[src/psg_pkg.sv]
// constants shared by both ends of the sound generator link
// assumes one 20 MHz core clock on both ends
package psg_pkg;
    localparam int PSG_CLK_HZ = 20_000_000;
    localparam int PSG_REF_HZ = 2_000_000;
    localparam int PSG_REF_DIV = PSG_CLK_HZ / PSG_REF_HZ;
    localparam logic [3:0] PSG_REF_LAST = 4'(PSG_REF_DIV - 1);
    localparam logic [3:0] PSG_TONE_PRE_LAST = 4'hF;
    localparam logic [2:0] PSG_SEL_NOISE = 3'h6;
    localparam logic [2:0] PSG_SEL_NOISE_LVL = 3'h7;
    localparam int PSG_FIRST_BIT = 7;
    localparam int PSG_FB_BIT = 2;
    localparam logic [1:0] PSG_RATE_512 = 2'h0;
    localparam logic [1:0] PSG_RATE_1024 = 2'h1;
    localparam logic [1:0] PSG_RATE_2048 = 2'h2;
    localparam logic [1:0] PSG_RATE_TONE3 = 2'h3;
    localparam logic [3:0] PSG_LEVEL_RST = 4'hF;
    localparam logic [9:0] PSG_PERIOD_RST = 10'h000;
    localparam logic [2:0] PSG_NCTL_RST = 3'h0;
    localparam logic [14:0] PSG_LFSR_SEED = 15'h4000;
    localparam logic [3:0] PSG_ADDR_CMD = 4'h0;
    localparam logic [3:0] PSG_ADDR_TONE = 4'h4;
    localparam logic [3:0] PSG_ADDR_STAT = 4'h8;
    localparam logic [1:0] PSG_RESP_OKAY = 2'h0;
    localparam logic [1:0] PSG_RESP_SLVERR = 2'h2;

    typedef enum logic [1:0] {
        PSG_IDLE = 2'b00,
        PSG_SEND1 = 2'b01,
        PSG_SEND2 = 2'b10
    } psg_link_st_t;

    // linear amplitude for each 2 dB step; the last code is silence
    function automatic logic [7:0] psg_amp(input logic [3:0] lvl);
        logic [7:0] a;
        a = 8'h00;
        case (lvl)
            4'h0: a = 8'hFF;
            4'h1: a = 8'hCB;
            4'h2: a = 8'hA1;
            4'h3: a = 8'h80;
            4'h4: a = 8'h66;
            4'h5: a = 8'h51;
            4'h6: a = 8'h40;
            4'h7: a = 8'h33;
            4'h8: a = 8'h28;
            4'h9: a = 8'h20;
            4'hA: a = 8'h1A;
            4'hB: a = 8'h14;
            4'hC: a = 8'h10;
            4'hD: a = 8'h0D;
            4'hE: a = 8'h0A;
            default: a = 8'h00;
        endcase
        return a;
    endfunction
endpackage

[src/psg_link_if.sv]
// byte link between the command host and the sound generator
// assumes both ends share one clock; no crossing needed
`timescale 1ns/1ns
`default_nettype none
interface psg_link_if (
    input wire logic core_clk_i
);
    logic valid;
    logic ready;
    logic [7:0] data;

    modport dev (input valid, input data, output ready);
    modport host (output valid, output data, input ready);
endinterface
`default_nettype wire

[src/psg_host.sv]
// command host: AXI4-Lite slave registers turned into sound command bytes
// assumes the device end shares core_clk_i and may stall with ready
`timescale 1ns/1ns
`default_nettype none
module psg_host
    import psg_pkg::*;
(
    input wire logic core_clk_i, // core clock, 20 MHz
    input wire logic nrst_i, // synchronous reset, active low
    input wire logic [3:0] s_axi_awaddr, // write address
    input wire logic s_axi_awvalid, // write address valid
    output logic s_axi_awready, // write address ready
    input wire logic [31:0] s_axi_wdata, // write data
    input wire logic [3:0] s_axi_wstrb, // write strobes, ignored
    input wire logic s_axi_wvalid, // write data valid
    output logic s_axi_wready, // write data ready
    output logic [1:0] s_axi_bresp, // write response
    output logic s_axi_bvalid, // write response valid
    input wire logic s_axi_bready, // write response ready
    input wire logic [3:0] s_axi_araddr, // read address
    input wire logic s_axi_arvalid, // read address valid
    output logic s_axi_arready, // read address ready
    output logic [31:0] s_axi_rdata, // read data
    output logic [1:0] s_axi_rresp, // read response
    output logic s_axi_rvalid, // read data valid
    input wire logic s_axi_rready, // read data ready
    psg_link_if.host link // command bytes to the device
);
    psg_link_st_t st_q, st_d;
    logic aw_have_q, aw_have_d, w_have_q, w_have_d;
    logic [3:0] awaddr_q, awaddr_d;
    logic [31:0] wdata_q, wdata_d;
    logic bvalid_q, bvalid_d;
    logic [1:0] bresp_q, bresp_d;
    logic arready_q, arready_d, rvalid_q, rvalid_d;
    logic [31:0] rdata_q, rdata_d;
    logic [1:0] rresp_q, rresp_d;
    logic valid_q, valid_d;
    logic [7:0] data_q, data_d, second_q, second_d;
    logic two_q, two_d;
    logic [7:0] sent_q, sent_d;
    logic exec;

    // a write is carried out only once the link is idle, so software sees backpressure
    assign exec = aw_have_q && w_have_q && st_q == PSG_IDLE && !bvalid_q;

    always_comb begin
        aw_have_d = aw_have_q;
        w_have_d = w_have_q;
        awaddr_d = awaddr_q;
        wdata_d = wdata_q;
        bvalid_d = bvalid_q;
        bresp_d = bresp_q;
        st_d = st_q;
        valid_d = valid_q;
        data_d = data_q;
        second_d = second_q;
        two_d = two_q;
        sent_d = sent_q;
        if (s_axi_awvalid && s_axi_awready) begin
            aw_have_d = 1'b1;
            awaddr_d = s_axi_awaddr;
        end
        if (s_axi_wvalid && s_axi_wready) begin
            w_have_d = 1'b1;
            wdata_d = s_axi_wdata;
        end
        if (s_axi_bvalid && s_axi_bready) begin
            bvalid_d = 1'b0;
        end
        case (st_q)
            PSG_IDLE: begin
                if (exec) begin
                    aw_have_d = 1'b0;
                    w_have_d = 1'b0;
                    bvalid_d = 1'b1;
                    bresp_d = PSG_RESP_OKAY;
                    if (awaddr_q == PSG_ADDR_CMD) begin
                        data_d = wdata_q[7:0];
                        two_d = 1'b0;
                        valid_d = 1'b1;
                        st_d = PSG_SEND1;
                    end else if (awaddr_q == PSG_ADDR_TONE && wdata_q[13:12] != 2'h3) begin
                        data_d = {1'b1, wdata_q[13:12], 1'b0, wdata_q[3:0]};
                        second_d = {2'b00, wdata_q[9:4]};
                        two_d = 1'b1;
                        valid_d = 1'b1;
                        st_d = PSG_SEND1;
                    end else begin
                        bresp_d = PSG_RESP_SLVERR;
                    end
                end
            end
            PSG_SEND1: begin
                if (link.ready) begin
                    sent_d = sent_q + 8'h01;
                    if (two_q) begin
                        data_d = second_q;
                        st_d = PSG_SEND2;
                    end else begin
                        valid_d = 1'b0;
                        st_d = PSG_IDLE;
                    end
                end
            end
            PSG_SEND2: begin
                if (link.ready) begin
                    sent_d = sent_q + 8'h01;
                    valid_d = 1'b0;
                    st_d = PSG_IDLE;
                end
            end
            default: st_d = PSG_IDLE;
        endcase
    end

    always_comb begin
        // comes up by itself on the first edge after reset, when no read is pending
        arready_d = arready_q || !rvalid_q;
        rvalid_d = rvalid_q;
        rdata_d = rdata_q;
        rresp_d = rresp_q;
        if (s_axi_arvalid && arready_q) begin
            arready_d = 1'b0;
            rvalid_d = 1'b1;
            rresp_d = PSG_RESP_OKAY;
            rdata_d = 32'h0000_0000;
            if (s_axi_araddr == PSG_ADDR_STAT) begin
                rdata_d = {16'h0000, sent_q, 7'h00, st_q != PSG_IDLE};
            end else if (s_axi_araddr != PSG_ADDR_CMD && s_axi_araddr != PSG_ADDR_TONE) begin
                rresp_d = PSG_RESP_SLVERR;
            end
        end else if (rvalid_q && s_axi_rready) begin
            rvalid_d = 1'b0;
            arready_d = 1'b1;
        end
    end

    always_ff @(posedge core_clk_i) begin
        if (!nrst_i) begin
            st_q <= PSG_IDLE;
            aw_have_q <= 1'b0;
            w_have_q <= 1'b0;
            awaddr_q <= 4'h0;
            wdata_q <= 32'h0000_0000;
            bvalid_q <= 1'b0;
            bresp_q <= PSG_RESP_OKAY;
            arready_q <= 1'b0;
            rvalid_q <= 1'b0;
            rdata_q <= 32'h0000_0000;
            rresp_q <= PSG_RESP_OKAY;
            valid_q <= 1'b0;
            data_q <= 8'h00;
            second_q <= 8'h00;
            two_q <= 1'b0;
            sent_q <= 8'h00;
            s_axi_awready <= 1'b0;
            s_axi_wready <= 1'b0;
        end else begin
            st_q <= st_d;
            aw_have_q <= aw_have_d;
            w_have_q <= w_have_d;
            awaddr_q <= awaddr_d;
            wdata_q <= wdata_d;
            bvalid_q <= bvalid_d;
            bresp_q <= bresp_d;
            arready_q <= arready_d;
            rvalid_q <= rvalid_d;
            rdata_q <= rdata_d;
            rresp_q <= rresp_d;
            valid_q <= valid_d;
            data_q <= data_d;
            second_q <= second_d;
            two_q <= two_d;
            sent_q <= sent_d;
            s_axi_awready <= !aw_have_d;
            s_axi_wready <= !w_have_d;
        end
    end

    assign s_axi_bvalid = bvalid_q;
    assign s_axi_bresp = bresp_q;
    assign s_axi_arready = arready_q;
    assign s_axi_rvalid = rvalid_q;
    assign s_axi_rdata = rdata_q;
    assign s_axi_rresp = rresp_q;
    assign link.valid = valid_q;
    assign link.data = data_q;
endmodule
`default_nettype wire

[src/flat_wrapper.sv]
// flat-port wrapper written by rule: the top's interface ports become plain ports
module psg_host_flat import psg_pkg::*;
  (core_clk_i, nrst_i, s_axi_awaddr, s_axi_awvalid, s_axi_awready, s_axi_wdata, s_axi_wstrb, s_axi_wvalid, s_axi_wready, s_axi_bresp, s_axi_bvalid, s_axi_bready, s_axi_araddr, s_axi_arvalid, s_axi_arready, s_axi_rdata, s_axi_rresp, s_axi_rvalid, s_axi_rready, link_valid, link_data, link_ready);
  psg_link_if link_i (.core_clk_i(core_clk_i));
  input wire logic core_clk_i;
  input wire logic nrst_i;
  input wire logic [3:0] s_axi_awaddr;
  input wire logic s_axi_awvalid;
  output logic s_axi_awready;
  input wire logic [31:0] s_axi_wdata;
  input wire logic [3:0] s_axi_wstrb;
  input wire logic s_axi_wvalid;
  output logic s_axi_wready;
  output logic [1:0] s_axi_bresp;
  output logic s_axi_bvalid;
  input wire logic s_axi_bready;
  input wire logic [3:0] s_axi_araddr;
  input wire logic s_axi_arvalid;
  output logic s_axi_arready;
  output logic [31:0] s_axi_rdata;
  output logic [1:0] s_axi_rresp;
  output logic s_axi_rvalid;
  input wire logic s_axi_rready;
  output wire logic [$bits(link_i.valid)-1:0] link_valid;
  output wire logic [$bits(link_i.data)-1:0] link_data;
  input wire logic [$bits(link_i.ready)-1:0] link_ready;
  assign link_valid = link_i.valid;
  assign link_data = link_i.data;
  assign link_i.ready = link_ready;
  psg_host u_core (.core_clk_i(core_clk_i), .nrst_i(nrst_i), .s_axi_awaddr(s_axi_awaddr), .s_axi_awvalid(s_axi_awvalid), .s_axi_awready(s_axi_awready), .s_axi_wdata(s_axi_wdata), .s_axi_wstrb(s_axi_wstrb), .s_axi_wvalid(s_axi_wvalid), .s_axi_wready(s_axi_wready), .s_axi_bresp(s_axi_bresp), .s_axi_bvalid(s_axi_bvalid), .s_axi_bready(s_axi_bready), .s_axi_araddr(s_axi_araddr), .s_axi_arvalid(s_axi_arvalid), .s_axi_arready(s_axi_arready), .s_axi_rdata(s_axi_rdata), .s_axi_rresp(s_axi_rresp), .s_axi_rvalid(s_axi_rvalid), .s_axi_rready(s_axi_rready), .link(link_i));
endmodule
[config.mk]
export PLATFORM = sky130hd
export DESIGN_NAME = psg_host_flat
export DESIGN_NICKNAME = d
export VERILOG_FILES = /design/src/psg_pkg.sv /design/src/psg_link_if.sv /design/src/psg_host.sv /design/src/flat_wrapper.sv
export SDC_FILE = /design/constraint.sdc
export NUM_CORES = 1
export LEC_CHECK = 0
export ABC_AREA = 1
export BUFFER_PORTS_ARGS = -buffer_cell sky130_fd_sc_hd__buf_2
export CAP_MARGIN = 20
export CORE_ASPECT_RATIO = 1.25
export CORE_MARGIN = 2
export CORE_UTILIZATION = 53
export DETAILED_ROUTE_END_ITERATION = 6
export GPL_TIMING_DRIVEN = 0
export PLACE_DENSITY = 0.85
export SYNTH_ARGS = -nofsm -noshare
export SYNTH_HDL_FRONTEND = slang
export SYNTH_SLANG_ARGS = --single-unit
[constraint.sdc]
create_clock -name core_clk_i -period 2.2 [get_ports core_clk_i]
set_input_delay 0.44 -clock core_clk_i [delete_from_list [all_inputs] [get_ports core_clk_i]]
set_output_delay 0.44 -clock core_clk_i [all_outputs]
set_load 0.03 [all_outputs]
# Word-level counts from Yosys, hierarchy flattened
# Index checks and enable logic that the tools add are counted.
[classes]
n_eq_ne = 12
n_lt_le_gt_ge = 0
div = 0
bitwise_logic = 2
mux = 38
addsub = 1
shift = 0
mul = 0
n_reduce_logical = 32
[op_table]
columns = ["operator", "count"]
rows = [
  ["$mux W8", 5],
  ["$mux W2", 10],
  ["$mux W1", 19],
  ["$mux W16", 1],
  ["$pmux W8 S2", 1],
  ["$logic_and A1 B1 Y1", 10],
  ["$add A8 B1 Y8 const B", 1],
  ["$ne A2 B2 Y1 const B", 4],
  ["$reduce_and A4 Y1", 2],
  ["$reduce_bool A2 Y1", 4],
  ["$pmux W2 S3", 1],
  ["$reduce_and A6 Y1", 1],
  ["$reduce_and A5 Y1", 1],
  ["$eq A4 B3 Y1 const B", 1],
  ["$eq A4 B4 Y1 const B", 1],
  ["$logic_not A1 Y1", 4],
  ["$logic_not A4 Y1", 1],
  ["$ne A2 B1 Y1 const B", 2],
  ["$ne A4 B3 Y1 const B", 1],
  ["$reduce_and A2 Y1", 2],
  ["$reduce_bool A4 Y1", 1],
  ["$reduce_or A2 Y1", 2],
  ["$ne A3 B3 Y1 const B", 1],
  ["$pmux W1 S3", 1],
  ["7 further kinds", 8],
]
[totals]
mem_bits_ro = 0
mem_count = 0
wordCells = 103
latch_bits = 0
register_bits = 87
ram_bits = 0

# Longest topological paths before layout
# Gate-level depths: netlist of run 1.
[logic_depth]
depth_word = 6
depth_mapped = 11
mapped_depth_nobuf = 10

# Worst setup path after synthesis of run 1
# Ideal clock, no wire load.
[synth_path]
kind = "flip-flop to flip-flop"
from = "reg u_core.st_q[0]"
to = "reg u_core.sent_q[6]"
path_stages_with_launch = 10
arrival_ns = 1.356
required_time_ns = 2.081
setup_time_ns = 0.119
path_slack_ns = 0.724
synth_period_minus_slack_ns = 1.476
cell_sequence = "dfxtp_1 inv_1 ha_1 nand2_1 inv_1 nand3_1 nor2_1 nand2_1 o21ai_0 a21oi_1"
[synth_via]
elab_chain_cells = 3
elab_cells_between_ends = 4
[synth_lines]
columns = ["element", "line_no", "rtl"]
rows = [
  ["start: declaration", "psg_host.sv:29", "psg_link_st_t st_q, st_d;"],
  ["start signal: assignment", "psg_host.sv:160", "st_q <= st_d;"],
  ["$eq A2 B1 Y1 / $eq A2 B2 Y1 (equally long branches)", "psg_host.sv:71", "case (st_q)"],
  ["$reduce_or A2 Y1 (no source line) (*)", "--", ""],
  ["$reduce_and A2 Y1 (no source line) (*)", "--", ""],
  ["end signal: assignment", "psg_host.sv:175", "sent_q <= sent_d;"],
  ["end: declaration", "psg_host.sv:41", "logic [7:0] sent_q, sent_d;"],
]
# Every way passes the cells marked *; elsewhere a longest branch is shown, timed or not.
# A chain may end at the register's enable or synchronous reset.

# Worst setup path after layout of run 1
[layout_path]
from = "reg u_core.st_q[0]"
to = "reg u_core.sent_q[5]"
# Same word-level chain as after synthesis.

==> impl_metrics.ini, run 1 <==
[route]
antenna_left = 0
vias_per_cell = 4.59
drt-initial-drc-count = 69
post-route-drc-count = 0
first_pass_iters = 5
num_vias = 2366
routed_wl_mm = 5.54
wl_per_cell_um = 10.8

[synth]
syn_area_per_cell_um2 = 7.65
synth_cells = 361
ys_warn_count = 0
synth.area.top_cells = dfxtp_1 (43%), nor2_1 (7.9%), buf_4 (7.1%)
synth_top_area_cell = dfxtp_1
yosysUniqueCellTypes = 31
synth_seq_area_share = 0.435
netlist_area_um2 = 2760
synth-seq-cells = 60
synth_top_area_frac = 0.435

[clock_tree]
cts-root-buf = clkbuf_8
htree_levels = 3
path_clk_slew_ns = 0.06
cts.sinks = 60
cts_buffers = 9
cts_buffer_depth = 2
cts_tree = yes
post_cts_resize_count = 0
holdBufCountCts = 0
clk-insertion-delay-late_ns = 0.34
post_cts_buffers = 0

[worst_setup_path]
worstPathMaxFanout = 5
end_kind = flop
cp-start-kind = flop
required_ns = 2.43
critPathKind = flop to flop
cp.arrival_ns = 1.97

[sta]
period_share = 0.792
max_freq_mhz = 574
slew_violations = 0
worst_slew_pin_slew_ns = 0.531
max_slew_margin = 0.646
rsz0062_at_grt = no
fin_tns_setup_ns = 0
hold_viol = 0
fin_crit_ns = 1.74
clock-skew-final_ns = 0.00528
finalSetupViolations = 0

[place]
dp_hpwl_mm = 4.33
port_buffers = 52
finalWeightedCongestion = 0.808

[pwr]
power_w = 0.00322
leakage_nw = 1.63
p_per_area_nw_per_um2 = 959
peakVddDrop_v = 0.000503

[floorplan]
core_um2 = 5040
fp.dieArea_um2 = 5810
initial_core_util = 0.548
io_pins = 102
die_w_um = 68.6
rows = 29
die_y_um = 84.7

[grt]
grt_overflow_total = 0
grt_max_degree = 11
antenna_found_initial = 0
grt_pass1_vias = 2074
grt_first_pass_wirelength_mm = 9.05
track_usage = 0.207

[finish]
fillCellCount = 463
drive_gt1_frac = 0.265
final_nets = 506
diodes = 0
area_delta_synth_final_pct = 21.4

[job]
maxCapViolCount = 0

[outcome]
status = completed

[hold_path]
hp-class = primary input to flop
-- layer usage --
| layer | vias to the layer above | share of wire | global-route usage |
|---|---|---|---|
| li1 | 1277 | - | - |
| met1 | 1013 | 0.42 | 0.241 |
| met2 | 70 | 0.50 | 0.347 |
| met3 | 6 | 0.069 | 0.0576 |
| met4 | 0 | 0.013 | 0.0873 |
| met5 | - | 0 | 0 |
-- cell usage after synthesis, drive strengths merged --
master / number
nand4: 3
a21oi: 23
buf: 29
clkinv: 1
nor2: 63
ha: 6
nand3: 15
nand2: 57
inv: 40
o22ai: 1
dfxtp: 60
clkbuf: 5
o21ai: 50
or2: 1
conb: 1
o211a: 1
o21bai: 1
nor3: 4
-- cell families after synthesis --
kind of cell    count (synthesis)  share of synthesized area
fa+ha+maj                       6                     0.0272
compound gates                 76                      0.152
buf+inv                        75                      0.144
simple gates                  143                      0.241
other cells                     1                    0.00136
flops                          60                      0.435
-- placed cells by master (no fill, tap or decap), types with 4 or more instances in the layout --
| cell | instances |
|---|---|
| nand3_1 | 15 |
| inv_2 | 6 |
| conb_1 | 25 |
| nand2_4 | 4 |
| inv_1 | 33 |
| dfxtp_1 | 60 |
| buf_2 | 54 |
| clkbuf_8 | 10 |
| a21oi_1 | 21 |
| nand2_2 | 5 |
| o21ai_1 | 15 |
| nor2_1 | 58 |
| clkbuf_1 | 9 |
| o21ai_0 | 34 |
| buf_4 | 26 |
| ha_1 | 6 |
| nand2_1 | 48 |
-- per-stage QoR --
stage                     std cells  worst slack (ns)  utilization  cell area (µm²)  hold slack (ns)
final                           515             0.458        0.665             3350            0.352
after global routing            515             0.214        0.665             3350            0.352
after CTS                       515             0.448        0.665             3350            0.348
after detailed placement        499             0.458        0.632             3190            0.465
after global placement          499             0.542        0.632             3190            0.440
after floorplan                 385             0.724            -             2850            0.424
-- where the power goes --
part	switching, W	total [W]	internal, W
logic	0.000724	0.00111	0.000384
clock network	0.000397	0.000834	0.000437
registers	0.0000710	0.00127	0.00120
-- sequential cells by signal (all words and copies together) (netlist names), 2 cells and up --
signal and flops:
u_core.second_q 6, u_core.awaddr_q 4, u_core.s_axi_rdata 9, u_core.sent_q 8, u_core.wdata_q 12, u_core.st_q 2, u_core.link.data 8
-- worst max-delay path, stage by stage (launching register included) --
cell	delay [ns]
dfxtp_1	0.38
inv_1	0.10
ha_1	0.31
nand2_1	0.12
inv_1	0.14
nand2_1	0.08
nor2_1	0.15
nand3_1	0.12
o21ai_0	0.18
a21oi_1	0.06
-- area by class of cell --
cell class	instances	area (µm²)	share of cell area
Clock inverter	2	10.0	0.00299
Multi-Input combinational cell	250	1250	0.374
Tap cell	62	77.6	0.0231
Buffer	34	235	0.0702
Clock buffer	14	153	0.0455
Inverter	41	161	0.0482
Timing Repair Buffer	52	260	0.0776
Sequential cell	60	1200	0.358
-- worst paths after layout --
kind                                         from                         endpoint  slack (ns)  cells after the start
hold / removal                     s_axi_wdata[8]   u_core.wdata_q[8]$_SDFFE_PN0P_        0.35                      3
setup / recovery      u_core.st_q[0]$_SDFFE_PN0P_    u_core.sent_q[5]$_SDFFE_PN0P_        0.46                      9
hold reg to reg   u_core.second_q[4]$_SDFFE_PN0P_  u_core.second_q[4]$_SDFFE_PN0P_        0.47                      2
setup reg to reg      u_core.st_q[0]$_SDFFE_PN0P_    u_core.sent_q[5]$_SDFFE_PN0P_        0.46                      9
(Power assumes the default switching activity.)
==> run 2: changes to the inputs <==
--- a/config.mk
+++ b/config.mk
@@ -10,10 +10,10 @@
 export CAP_MARGIN = 20
 export CORE_ASPECT_RATIO = 1.25
 export CORE_MARGIN = 2
-export CORE_UTILIZATION = 53
+export CORE_UTILIZATION = 49
 export DETAILED_ROUTE_END_ITERATION = 6
 export GPL_TIMING_DRIVEN = 0
-export PLACE_DENSITY = 0.85
+export PLACE_DENSITY = 0.79
 export SYNTH_ARGS = -nofsm -noshare
 export SYNTH_HDL_FRONTEND = slang
 export SYNTH_SLANG_ARGS = --single-unit
==> constraint.sdc (replaced) <==
create_clock -name core_clk_i -period 1.7 [get_ports core_clk_i]
set_input_delay 0.34 -clock core_clk_i [delete_from_list [all_inputs] [get_ports core_clk_i]]
set_output_delay 0.34 -clock core_clk_i [all_outputs]
set_load 0.03 [all_outputs]
==> run 2 against run 1 <==
Critical path depth stayed put. Power is 46% higher. Via count is 4.1% higher. Critical path type unchanged. Register-to-register slack worse by 0.35 ns. Sequential power is 31% higher. Count of clock-buffer cells in the layout is 2 lower.
==> impl_metrics.ini, run 2 (synthesis results as in run 1) <==
[sta]
fin_crit_ns = 1.59
max_slew_margin = 0.609
hold_viol = 0
period_share = 0.935
worst_slew_pin_slew_ns = 0.587
post-route-worst-setup-slack_ns = 0.110
max_freq_mhz = 629
finalSetupViolations = 0
clock-skew-final_ns = 0.00874
fin_tns_setup_ns = 0
slew_violations = 0
hold_slack_ns = 0.250

[finish]
final_area_um2 = 3460
final_nets = 506
area_delta_synth_final_pct = 25.2
multiInputGateArea_um2 = 1270
mostFrequentLayoutCells = dfxtp_1 (58), nor2_1 (57), buf_2 (54)
regMostFlops = u_core.wdata_q
fillCellCount = 483
drive_gt1_frac = 0.287
seq_area_um2 = 1200
largest_reg_flops = 12
diodes = 0
final_common_cell = dfxtp_1
post-route-util = 0.635

[clock_tree]
path_clk_slew_ns = 0.07
cts_buffers = 9
holdBufCountCts = 0
cts-root-buf = clkbuf_8
clk-insertion-delay-late_ns = 0.34
cts.sinks = 60
htree_levels = 3
cts_tree = yes
cts_buffer_depth = 2

[grt]
grt_overflow_total = 0
grt_pass1_vias = 2269
grt_max_degree = 11
track_usage = 0.193
antenna_found_initial = 0
grt_first_pass_wirelength_mm = 9.46

[worst_setup_path]
cp.arrival_ns = 1.82
cp-start-kind = flop
critPathKind = flop to flop
reg2reg_setup_slack_ns = 0.11
cpLargestDelayFamily = simple AND/OR/NAND/NOR gates
slowest_stage = dfxtp_2
critPathMaxStageDelay_ns = 0.36
cp_cell_sequence = inv_1 -> ha_2 -> nand2_2 -> inv_2 -> nand3_2 -> nor2_1 -> nand2_1 -> o21ai_0 -> a21oi_1
required_ns = 1.93
worstPathMaxFanout = 5
cp.buffers_inverters = 2
end_kind = flop

[floorplan]
fp.dieArea_um2 = 6260
rows = 30
core_um2 = 5440
initial_core_util = 0.507
io_pins = 102
die_w_um = 71.1
die_y_um = 87.9

[place]
port_buffers = 52
dp_hpwl_mm = 4.34
place_area_um2 = 3190
dp_slack_ns = -0.0417
finalWeightedCongestion = 0.846

[route]
post-route-drc-count = 0
first_pass_iters = 4
routed_wl_mm = 5.74
drt-initial-drc-count = 94
antenna_left = 0
num_vias = 2464
vias_per_cell = 4.77
wl_per_cell_um = 11.1

[job]
maxCapViolCount = 0

[pwr]
leakage_nw = 1.67
p_per_area_nw_per_um2 = 1360
peakVddDrop_v = 0.000778

[outcome]
status = completed

[hold_path]
hp-class = primary input to flop
## run 2: worst min-delay path, stage by stage
cell,delay [ns]
buf_2,0.07
o21ai_0,0.07
nor2_1,0.07
## run 2: cell type report
cell class | count | area share
clock inverter | 4 | 0.0275
multi-input combinational | 250 | 0.366
buffer | 34 | 0.0680
tap | 64 | 0.0232
sequential | 60 | 0.348
timing repair buffer | 52 | 0.0753
clock buffer | 12 | 0.0449
inverter | 41 | 0.0467
## run 2: metal layers
layer  vias to the layer above  wire length (µm)  track usage
li1                       1278                 -            -
met1                      1104              2350        0.206
met2                        71              2980        0.356
met3                        11               278       0.0242
met4                         0               130        0.120
met5                         -                 0            0
## run 2: where the power goes
| group | total, W | internal [W] | switching (W) |
|---|---|---|---|
| clock network | 0.00159 | 0.00105 | 0.000538 |
| logic | 0.00146 | 0.000506 | 0.000953 |
| registers | 0.00166 | 0.00156 | 0.0000947 |
| total | 0.00470 | 0.00312 | 0.00159 |
## run 2: path summary, 6_finish.rpt
check	startpoint	end	cells after the start
worst min-delay path	s_axi_wdata[0]	u_core.wdata_q[0]$_SDFFE_PN0P_	3
worst max register to register	u_core.st_q[1]$_SDFFE_PN0P_	u_core.sent_q[6]$_SDFFE_PN0P_	9
worst max-delay path	u_core.st_q[1]$_SDFFE_PN0P_	u_core.sent_q[6]$_SDFFE_PN0P_	9
worst min register to register	u_core.link.data[5]$_SDFFE_PN0P_	u_core.link.data[5]$_SDFFE_PN0P_	2
## run 2: through the flow
step	cells	total power, W
final	517	0.00470
after global routing	517	0.00495
after global placement	501	0.00308
after CTS	517	0.00471
after floorplan	385	0.00282
after detailed placement	501	0.00312
## run 2: what timing repair did
item	CTS	global route
gates resized for setup	3	4
pin swaps	0	0
endpoints found under the setup margin	2	13
buffers inserted	0	0
